[config.mk]
export PLATFORM = sky130hd
export DESIGN_NAME = acsc_ctrl
export DESIGN_NICKNAME = d
export VERILOG_FILES = /design/src/verilog/acsc_pkg.sv /design/src/verilog/acsc_ctrl.sv
export SDC_FILE = /design/constraint.sdc
export NUM_CORES = 1
export LEC_CHECK = 0
export BUFFER_PORTS_ARGS = -buffer_cell sky130_fd_sc_hd__buf_4
export CAP_MARGIN = 0
export CORE_UTILIZATION = 54
export DETAILED_ROUTE_END_ITERATION = 10
export PLACE_DENSITY = 0.86
export SLEW_MARGIN = 20
export SYNTH_ARGS = -nofsm -noshare
export SYNTH_HDL_FRONTEND = slang
export SYNTH_SLANG_ARGS = --single-unit
[constraint.sdc]
create_clock -name i_clk -period 9.1 [get_ports i_clk]
set_input_delay 0.91 -clock i_clk [delete_from_list [all_inputs] [get_ports i_clk]]
set_output_delay 0.91 -clock i_clk [all_outputs]
set_load 0.1 [all_outputs]
[src/verilog/acsc_pkg.sv]
// constants and types of the converter channel and sequence control block
package acsc_pkg;

  // ******************************
  // register indices, byte address = index * 4
  // ******************************
  localparam logic [7:0] IDX_CTRL   = 8'hc8;
  localparam logic [7:0] IDX_P4     = 8'hc6;
  localparam logic [7:0] IDX_P5     = 8'hc7;
  localparam logic [7:0] IDX_RES_HI = 8'hc9;
  localparam logic [7:0] IDX_RES_LO = 8'hca;
  localparam logic [7:0] IDX_IRQ_ST = 8'hcb;
  localparam logic [7:0] IDX_IRQ_MK = 8'hcc;

  // ******************************
  // field positions
  // ******************************
  localparam int CTRL_CHEN  = 4;
  localparam int CTRL_DONE  = 5;
  localparam int CTRL_START = 6;
  localparam int CTRL_EN    = 7;
  localparam int LO_CKS0    = 4;
  localparam int LO_RES     = 5;
  localparam int LO_CKS1    = 6;
  localparam int P5_BITS    = 4;

  // ******************************
  // reset values and timing
  // ******************************
  localparam logic [7:0] P4_RST      = 8'h00;
  localparam logic [3:0] P5_RST      = 4'h0;
  localparam logic [1:0] CKS_DIV16   = 2'h0;
  localparam logic [1:0] CKS_DIV8    = 2'h1;
  localparam logic [1:0] CKS_DIV1    = 2'h2;
  localparam logic [1:0] CKS_DIV2    = 2'h3;
  localparam logic [9:0] PRESCALE    = 10'h004;
  localparam logic [9:0] PERIODS_10B = 10'h00e;
  localparam logic [9:0] PERIODS_8B  = 10'h00c;

  typedef enum logic {ST_IDLE, ST_CONV} acsc_state_e;

  // converter-side controls
  typedef struct packed {
    logic       enable;
    logic       connect;
    logic [3:0] chan;
    logic       ten_bit;
    logic       sampling;
  } acsc_conv_s;

endpackage : acsc_pkg

[src/verilog/acsc_ctrl.sv]
// converter channel and sequence control with ahb-lite register slave
`timescale 1ns/1ps
`default_nettype none
module acsc_ctrl (
  // clock and reset
  input  wire logic                i_clk,
  input  wire logic                i_rstn,
  // ahb-lite slave
  input  wire logic                i_hsel,
  input  wire logic [31:0]         i_haddr,
  input  wire logic [1:0]          i_htrans,
  input  wire logic                i_hwrite,
  input  wire logic [2:0]          i_hsize,
  input  wire logic [31:0]         i_hwdata,
  input  wire logic                i_hready,
  output logic      [31:0]         o_hrdata,
  output logic                     o_hreadyout,
  output logic                     o_hresp,
  // converter
  input  wire logic [9:0]          i_adc_data,
  output acsc_pkg::acsc_conv_s     o_conv,
  // port pin analog forcing
  output logic      [7:0]          o_port4_analog,
  output logic      [3:0]          o_port5_analog,
  // interrupt
  output logic                     o_irq
);

  // ******************************
  // state
  // ******************************
  typedef struct packed {
    acsc_pkg::acsc_state_e fsm;
    logic [9:0]            cnt;
    logic [7:0]            p4;
    logic [3:0]            p5;
    logic [3:0]            chsel;
    logic                  chen;
    logic                  aden;
    logic                  start;
    logic                  done;
    logic [1:0]            cks;
    logic                  res;
    logic [9:0]            result;
    logic                  irq_st;
    logic                  irq_mk;
    logic                  irq;
    logic                  conn;
    logic                  pend;
    logic                  pwrite;
    logic                  pmap;
    logic [7:0]            pidx;
    logic [31:0]           hrdata;
    logic                  hready;
  } acsc_regs_s;

  acsc_regs_s st_reg;
  acsc_regs_s st_next;

  // total cpu cycles of one conversion, less one
  function automatic logic [9:0] conv_len(input logic [1:0] cks, input logic res);
    logic [9:0] div;
    logic [9:0] per;
    div = 10'h001;
    case (cks)
      acsc_pkg::CKS_DIV16: div = 10'h010;
      acsc_pkg::CKS_DIV8:  div = 10'h008;
      acsc_pkg::CKS_DIV1:  div = 10'h001;
      default:             div = 10'h002;
    endcase
    per = res ? acsc_pkg::PERIODS_10B : acsc_pkg::PERIODS_8B;
    conv_len = 10'(div * acsc_pkg::PRESCALE * per - 10'h001);
  endfunction : conv_len

  // ******************************
  // next state
  // ******************************
  logic       addr_ok;
  logic       wr;
  logic [7:0] wd;
  logic       fin;

  always_comb begin
    st_next = st_reg;
    addr_ok = i_hsel && i_htrans[1] && i_hready;
    wr      = st_reg.pend && st_reg.pwrite && st_reg.pmap;
    wd      = i_hwdata[7:0];
    fin     = (st_reg.fsm == acsc_pkg::ST_CONV) && (st_reg.cnt == 10'h000);

    // converter sequence
    if (st_reg.fsm == acsc_pkg::ST_CONV) begin
      st_next.cnt = st_reg.cnt - 10'h001;
      if (fin) begin
        st_next.fsm   = acsc_pkg::ST_IDLE;
        st_next.start = 1'b0;
        st_next.done  = 1'b1;
        st_next.irq_st = 1'b1;
        // eight-bit mode keeps only the top eight bits
        st_next.result = st_reg.res ? i_adc_data : {i_adc_data[9:2], 2'h0};
      end
    end

    // bus data phase: one wait state, then answer
    st_next.hready = 1'b1;
    st_next.pend   = 1'b0;
    if (st_reg.pend) begin
      st_next.hrdata = 32'h0000_0000;
      if (st_reg.pmap && !st_reg.pwrite) begin
        if (st_reg.pidx == acsc_pkg::IDX_CTRL) begin
          st_next.hrdata[7:0] = {st_reg.aden, st_reg.start, st_reg.done, st_reg.chen, st_reg.chsel};
        end else if (st_reg.pidx == acsc_pkg::IDX_P4) begin
          st_next.hrdata[7:0] = st_reg.p4;
        end else if (st_reg.pidx == acsc_pkg::IDX_P5) begin
          st_next.hrdata[3:0] = st_reg.p5;
        end else if (st_reg.pidx == acsc_pkg::IDX_RES_HI) begin
          st_next.hrdata[7:0] = st_reg.result[9:2];
        end else if (st_reg.pidx == acsc_pkg::IDX_RES_LO) begin
          st_next.hrdata[acsc_pkg::LO_CKS1] = st_reg.cks[1];
          st_next.hrdata[acsc_pkg::LO_RES]  = st_reg.res;
          st_next.hrdata[acsc_pkg::LO_CKS0] = st_reg.cks[0];
          st_next.hrdata[1:0]               = st_reg.result[1:0];
        end else if (st_reg.pidx == acsc_pkg::IDX_IRQ_ST) begin
          st_next.hrdata[0] = st_reg.irq_st;
          // read clears, but an end of conversion in this cycle wins
          st_next.irq_st = fin;
        end else if (st_reg.pidx == acsc_pkg::IDX_IRQ_MK) begin
          st_next.hrdata[0] = st_reg.irq_mk;
        end
      end
    end

    // register writes
    if (wr) begin
      if (st_reg.pidx == acsc_pkg::IDX_CTRL) begin
        st_next.chsel = wd[3:0];
        st_next.chen  = wd[acsc_pkg::CTRL_CHEN];
        st_next.aden  = wd[acsc_pkg::CTRL_EN];
        if (!wd[acsc_pkg::CTRL_EN] || !wd[acsc_pkg::CTRL_START]) begin
          // dropping start or enable aborts a conversion in flight
          st_next.fsm   = acsc_pkg::ST_IDLE;
          st_next.start = 1'b0;
          st_next.cnt   = 10'h000;
          if (!fin) begin
            st_next.done = st_reg.done;
          end
        end else if (st_reg.aden || wd[acsc_pkg::CTRL_EN]) begin
          // start with enable set: done drops and a run begins
          st_next.fsm   = acsc_pkg::ST_CONV;
          st_next.start = 1'b1;
          st_next.done  = 1'b0;
          st_next.cnt   = conv_len(st_reg.cks, st_reg.res);
        end
      end else if (st_reg.pidx == acsc_pkg::IDX_P4) begin
        st_next.p4 = wd;
      end else if (st_reg.pidx == acsc_pkg::IDX_P5) begin
        st_next.p5 = wd[acsc_pkg::P5_BITS-1:0];
      end else if (st_reg.pidx == acsc_pkg::IDX_RES_LO) begin
        st_next.cks = {wd[acsc_pkg::LO_CKS1], wd[acsc_pkg::LO_CKS0]};
        st_next.res = wd[acsc_pkg::LO_RES];
      end else if (st_reg.pidx == acsc_pkg::IDX_IRQ_MK) begin
        st_next.irq_mk = wd[0];
      end
    end
    // start with enable clear is dropped: no run, done untouched
    if (wr && st_reg.pidx == acsc_pkg::IDX_CTRL && wd[acsc_pkg::CTRL_START] && !wd[acsc_pkg::CTRL_EN]) begin
      st_next.done = st_reg.done;
    end

    // address phase capture
    if (addr_ok) begin
      st_next.pend   = 1'b1;
      st_next.hready = 1'b0;
      st_next.pwrite = i_hwrite;
      st_next.pidx   = i_haddr[9:2];
      st_next.pmap   = (i_haddr[31:10] == 22'h000000) && (i_haddr[1:0] == 2'h0);
    end

    st_next.irq = st_next.irq_st && st_next.irq_mk;
    // registered so the path switch never glitches on a control write
    st_next.conn = st_next.chen && st_next.aden;
  end

  // ******************************
  // registers
  // ******************************
  always_ff @(posedge i_clk) begin
    if (!i_rstn) begin
      st_reg        <= '0;
      st_reg.fsm    <= acsc_pkg::ST_IDLE;
      st_reg.p4     <= acsc_pkg::P4_RST;
      st_reg.p5     <= acsc_pkg::P5_RST;
      st_reg.hready <= 1'b1;
    end else begin
      st_reg <= st_next;
    end
  end

  // ******************************
  // outputs
  // ******************************
  assign o_hrdata          = st_reg.hrdata;
  assign o_hreadyout       = st_reg.hready;
  assign o_hresp           = 1'b0;
  assign o_irq             = st_reg.irq;
  assign o_port4_analog    = st_reg.p4;
  assign o_port5_analog    = st_reg.p5;
  assign o_conv.enable     = st_reg.aden;
  assign o_conv.connect    = st_reg.conn;
  assign o_conv.chan       = st_reg.chsel;
  assign o_conv.ten_bit    = st_reg.res;
  assign o_conv.sampling   = (st_reg.fsm == acsc_pkg::ST_CONV);

endmodule : acsc_ctrl
`default_nettype wire

# Word level (Yosys, flattened, before mapping)
# Index checks and enable logic that the tools add are counted.
[totals]
wordCells = 125
register_bits = 68
in_bits = 84
[op_classes]
bitwise = 4
n_addsub = 2
n_reduce_logical = 27
n_mul = 1
mux = 59
eq_ne = 10
[ops]
columns = ["cell", "count"]
rows = [
  ["8-bit 2-to-1 mux", 9],
  ["8-bit == test, second input constant", 7],
  ["11-bit 2-to-1 mux", 5],
  ["34-bit 2-to-1 mux", 1],
  ["1-bit 2-to-1 mux", 24],
  ["22-bit logical NOT", 1],
  ["10-bit by 1-bit subtractor with 10-bit output, second input constant", 2],
  ["3-bit 2-to-1 mux", 6],
  ["2-bit 2-to-1 mux", 8],
  ["4-bit 2-to-1 mux", 4],
  ["5-bit one-hot mux with 3 select lines", 1],
  ["1-bit logical AND", 12],
  ["12-bit 2-to-1 mux", 1],
  ["10-bit logical NOT", 1],
  ["8-bit by 4-bit multiplier with 8-bit output", 1],
  ["2-bit AND reduction", 3],
  ["5-bit AND reduction", 1],
  ["2-bit logical NOT", 2],
  ["4-bit inequality test, second input constant", 1],
  ["1-bit NOT", 4],
  ["4-bit AND reduction", 1],
  ["1-bit logical NOT", 3],
  ["3-bit AND reduction", 1],
  ["2-bit by 1-bit == test with 1-bit output, second input constant", 1],
  ["other kinds (2)", 3],
]

# Depth between registers and ports, before layout
[depth]
word_depth = 13
ltp_mapped = 11

# Least setup slack after synthesis
# No wires, ideal clock.
[synth_timing]
kind = "flip-flop to flip-flop"
startpoint = "reg st_reg[60] in the netlist's numbering"
endpoint = "reg st_reg[90] in the netlist's numbering"
t_arrival_ns = 2.752
synth_period_minus_slack_ns = 2.879
setup_slack_ns = 6.221
setup_ns = 0.127
stages_incl_launch_ff = 11
required_ns = 8.973
cell_sequence = "dfxtp_1 clkbuf_1 inv_1 and3_1 ha_1 ha_1 fa_1 or3_1 a211oi_1 o211a_1 nor3_2"
[synth_via]
elab_chain_len = 12
[synth_lines]
columns = ["element", "line", "rtl"]
rows = [
  ["start: declaration", "acsc_ctrl.sv:57", "acsc_regs_s st_reg;"],
  ["start signal: assignment", "acsc_ctrl.sv:194", "st_reg <= st_next;"],
  ["2-bit == test (tied with other cells)", "acsc_ctrl.sv:65", "case (cks)"],
  ["5-bit one-hot mux with 3 select lines *", "acsc_ctrl.sv:65", ""],
  ["8-bit 2-to-1 mux *", "acsc_ctrl.sv:146", "end else if (st_reg.aden || wd[acsc_pkg::CTRL_EN]) begin"],
  ["8-bit 2-to-1 mux *", "acsc_ctrl.sv:138", "if (!wd[acsc_pkg::CTRL_EN] || !wd[acsc_pkg::CTRL_START]) begin"],
  ["8-bit 2-to-1 mux *", "acsc_ctrl.sv:134", "if (st_reg.pidx == acsc_pkg::IDX_CTRL) begin"],
  ["8-bit 2-to-1 mux *", "acsc_ctrl.sv:133", "if (wr) begin"],
  ["8-bit by 4-bit multiplier with 8-bit output *", "acsc_ctrl.sv:72", "conv_len = 10'(div * acsc_pkg::PRESCALE * per - 10'h001);"],
  ["10-bit by 1-bit subtractor with 10-bit output *", "acsc_ctrl.sv:72", ""],
  ["11-bit 2-to-1 mux *", "acsc_ctrl.sv:146", ""],
  ["11-bit 2-to-1 mux *", "acsc_ctrl.sv:138", ""],
  ["11-bit 2-to-1 mux *", "acsc_ctrl.sv:134", ""],
  ["34-bit 2-to-1 mux *", "acsc_ctrl.sv:133", ""],
]
# Every way passes the cells marked *; elsewhere a longest branch is shown, timed or not. The select of a mux whose other input is x is not followed.
# A chain may end at the register's enable or synchronous reset.

# Final worst setup path
[layout_timing]
startpoint = "reg st_reg, in the netlist o_conv[1]"
endpoint = "reg st_reg[90] in the netlist's numbering"
[layout_via]
elab_chain_len = 7
[layout_lines]
columns = ["element", "line", "rtl"]
rows = [
  ["2-bit 2-to-1 mux", "acsc_ctrl.sv:71", "per = res ? acsc_pkg::PERIODS_10B : acsc_pkg::PERIODS_8B;"],
  ["8-bit by 4-bit multiplier with 8-bit output", "acsc_ctrl.sv:72", ""],
  ["10-bit by 1-bit subtractor with 10-bit output", "acsc_ctrl.sv:72", ""],
  ["11-bit 2-to-1 mux", "acsc_ctrl.sv:146", ""],
  ["11-bit 2-to-1 mux", "acsc_ctrl.sv:138", ""],
  ["11-bit 2-to-1 mux", "acsc_ctrl.sv:134", ""],
  ["34-bit 2-to-1 mux", "acsc_ctrl.sv:133", ""],
]
# No other way between the ends.

==> reports/summary.txt <==
Status: finished, violations left
Violated checks: design-rule violations
Worst-margin pin slew: 729 ps
CP endpoint: st_reg[90]
Die X: 85.3 um
Rows: 30
# DRC: 1
Async set-reset flop share out of synthesis: 0%
Final min period: 3030 ps
Port Buffers: 85
CTS tree: done
Arrival @ worst endpoint: 3260 ps
Dominant cells by area after synthesis: dfxtp_1 (36%), buf_4 (11%), nand2_1 (5.0%)
Worst r2r src: o_conv[1]
GR Overflow Total: 0
Sw Share: 30.1%
Max-slew violations: 0
Maxcap violations: 0
Fill cells: 567
Detail Route Antenna Nets: 0
Post-synth top area share: 36.3%
Post-cts gate resize count: 0
Ports: 139
Share of layout cells above drive strength 1: 22.5%
Worst-path fanout max: 11
Yosys warnings: 0
Root Driver: clkbuf_8
Largest area contributor in the netlist: dfxtp_1
CP required: 9330 ps
Final Core Density: 63.1%
CTS buffer count: 9
Hpwl dp: 6290 um
Syn_area_per_cell: 8.43 um2
R2R setup slack: 6070 ps
Later-pin clock latency in the skew report: 340 ps
H-tree depth: 3
CTS Hold Bufs: 0
Vias in the first global route: 3027
Maximum VDD drop: 0.106 mV
Routed wl met3: 594 um
Psw: 179 uW
Commonest non-fill, non-tap cell in the layout: buf_4
Slew margin rel.: 51.4%
Setup Buffers After CTS: 0
Critical R2R Capture: st_reg[90]
Pin count of the biggest net entering global routing: 40
R2R cell count: 8
Register share of total power: 50.7%
Crit path capture type: register
Vias post-DR: 3236
Setup Viol. Count Final: 0
FF+latch count, synth: 68
GP Congestion: 0.819
Count of cell types in the netlist: 60
1st-iter DRT viols: 167
Initial core utilization: 55.5%
P_int: 416 uW
Sink Count: 68
Final setup margin: 6070 ps
Fmax achieved: 330 MHz
Fin crit share: 33.4%
Core Box Area: 0.00676 mm2
WS Path Type: register to register
Routed wl met2: 4160 um
Max reg flops: 38
Drt first pass iters: 7
Post-Route WL: 8550 um
First-pass GRT wire length: 14000 um
Setup TNS Final: 0 ps
CTS clk-pin slew, worst paths: 70 ps
Die area: 0.00728 mm2
Pre-CTS setup slack: 6070 ps
Post-synth EDFFs: 0
Hold WC Path Type: register to register
Clk buf depth: 2
Mapped cell area: 0.00375 mm2
Antenna violations before repair: 0
Leakage power: 0.00186 uW
Final hold violation count: 0
Highest metal used: met4
RSZ-0062 raised after global routing: no
PwrDens: 140 mW/mm2
Seq/Total Area, Yosys: 36.3%
DR vias/cell: 5.64
Nets@finish: 586
Commonest cells after routing, fill and taps aside: buf_4 (88), dfxtp_1 (68), nand2_1 (50)
Die Ht: 85.3 um
Combinational share of power: 13.9%
Wl on met1: 3630 um
DR WL/cell: 14.9 um
Clk pwr share: 35.3%
Critical Path Start Type: register
Top_reg_cell synth: dfxtp_1
Total GRT Usage: 24.2%
Ant. Diodes: 0
Post-Synthesis Cells: 445
Crit path launch: o_conv[1]
Layout area overhead: 13.6%
Clock Skew: 6.40 ps
==> stage by stage <==
stage | total power, uW | std cells | area [um2] | hold slack (ps)
final | 595 | 574 | 4260 | 455
after global routing | 613 | 574 | 4260 | 469
after CTS | 596 | 574 | 4260 | 458
after detailed placement | 391 | 559 | 4100 | 443
after global placement | 390 | 559 | 4100 | 436
after floorplan | 375 | 471 | 3850 | 426
==> critical path: stages (launching register included) <==
cell      delay [ps]
dfxtp_1          550
nor3b_1          270
ha_1             270
ha_1             350
fa_1             510
or3_1            400
a211oi_1         310
o211a_1          210
nor3_2            40
==> cells by family after synthesis <==
family / synth area share (%)
multiplexers: 4.27
AND/OR/NAND/NOR: 21.5
AO/OA/AOI/OAI: 17.3
buffers and inverters: 14.8
flip-flops: 36.3
XOR/XNOR: 1.64
other: 0.100
adder cells (fa/ha/maj): 4.20
==> synth_stat cells, types with 4 or more instances <==
library cell,count
a211oi_1,6
a21oi_1,31
a22o_1,9
a32oi_1,4
and2_1,4
and3_1,5
buf_4,54
clkbuf_1,24
dfxtp_1,68
ha_1,11
inv_1,13
mux2i_1,16
nand2_1,50
nand2b_1,5
nand3_1,7
nand4_1,4
nor2_1,34
nor2b_1,8
nor3_1,4
nor4_1,10
o21ai_0,6
o31ai_1,8
or2_2,4
xnor2_1,5
==> final cells by class <==
type                    count  area (um2)  area share (%)
repair buffers             88         661            15.5
flip-flops and latches     68        1360            32.0
clock inverters             5        30.0           0.705
clock buffers              10         128            3.00
well taps                  80         100            2.35
multi-input cells         310        1930            45.3
inverters                  13        48.8            1.15
==> worst min-delay path by stage <==
| stage | start | end | slack (ps) | cells past startpoint |
|---|---|---|---|---|
| floorplan | o_hrdata[1] | o_hrdata[1] | 430 | 2 |
| global placement | o_hrdata[3] | o_hrdata[3] | 440 | 2 |
| detailed placement | o_hrdata[4] | o_hrdata[4] | 440 | 2 |
| CTS | o_hrdata[2] | o_hrdata[2] | 460 | 2 |
| global route | o_hrdata[3] | o_hrdata[3] | 470 | 2 |
| finish | o_hrdata[4] | o_hrdata[4] | 460 | 2 |
==> power groups by stage <==
| stage | clock (uW) | sequential [uW] | combinational, uW |
|---|---|---|---|
| floorplan | 0 | 308 | 67.6 |
| global route | 224 | 302 | 86.7 |
| detailed placement | 0 | 309 | 82.4 |
| global placement | 0 | 309 | 81.6 |
| CTS | 212 | 302 | 82.6 |
| finish | 210 | 302 | 83.0 |
==> per-layer routing <==
metal,up-vias,GRT usage [%]
met1,1515,30.5
li1,1573,-
met4,0,9.85
met5,-,0
met2,135,41.1
met3,13,4.09
No activity file was read; power rests on OpenSTA's default activity.
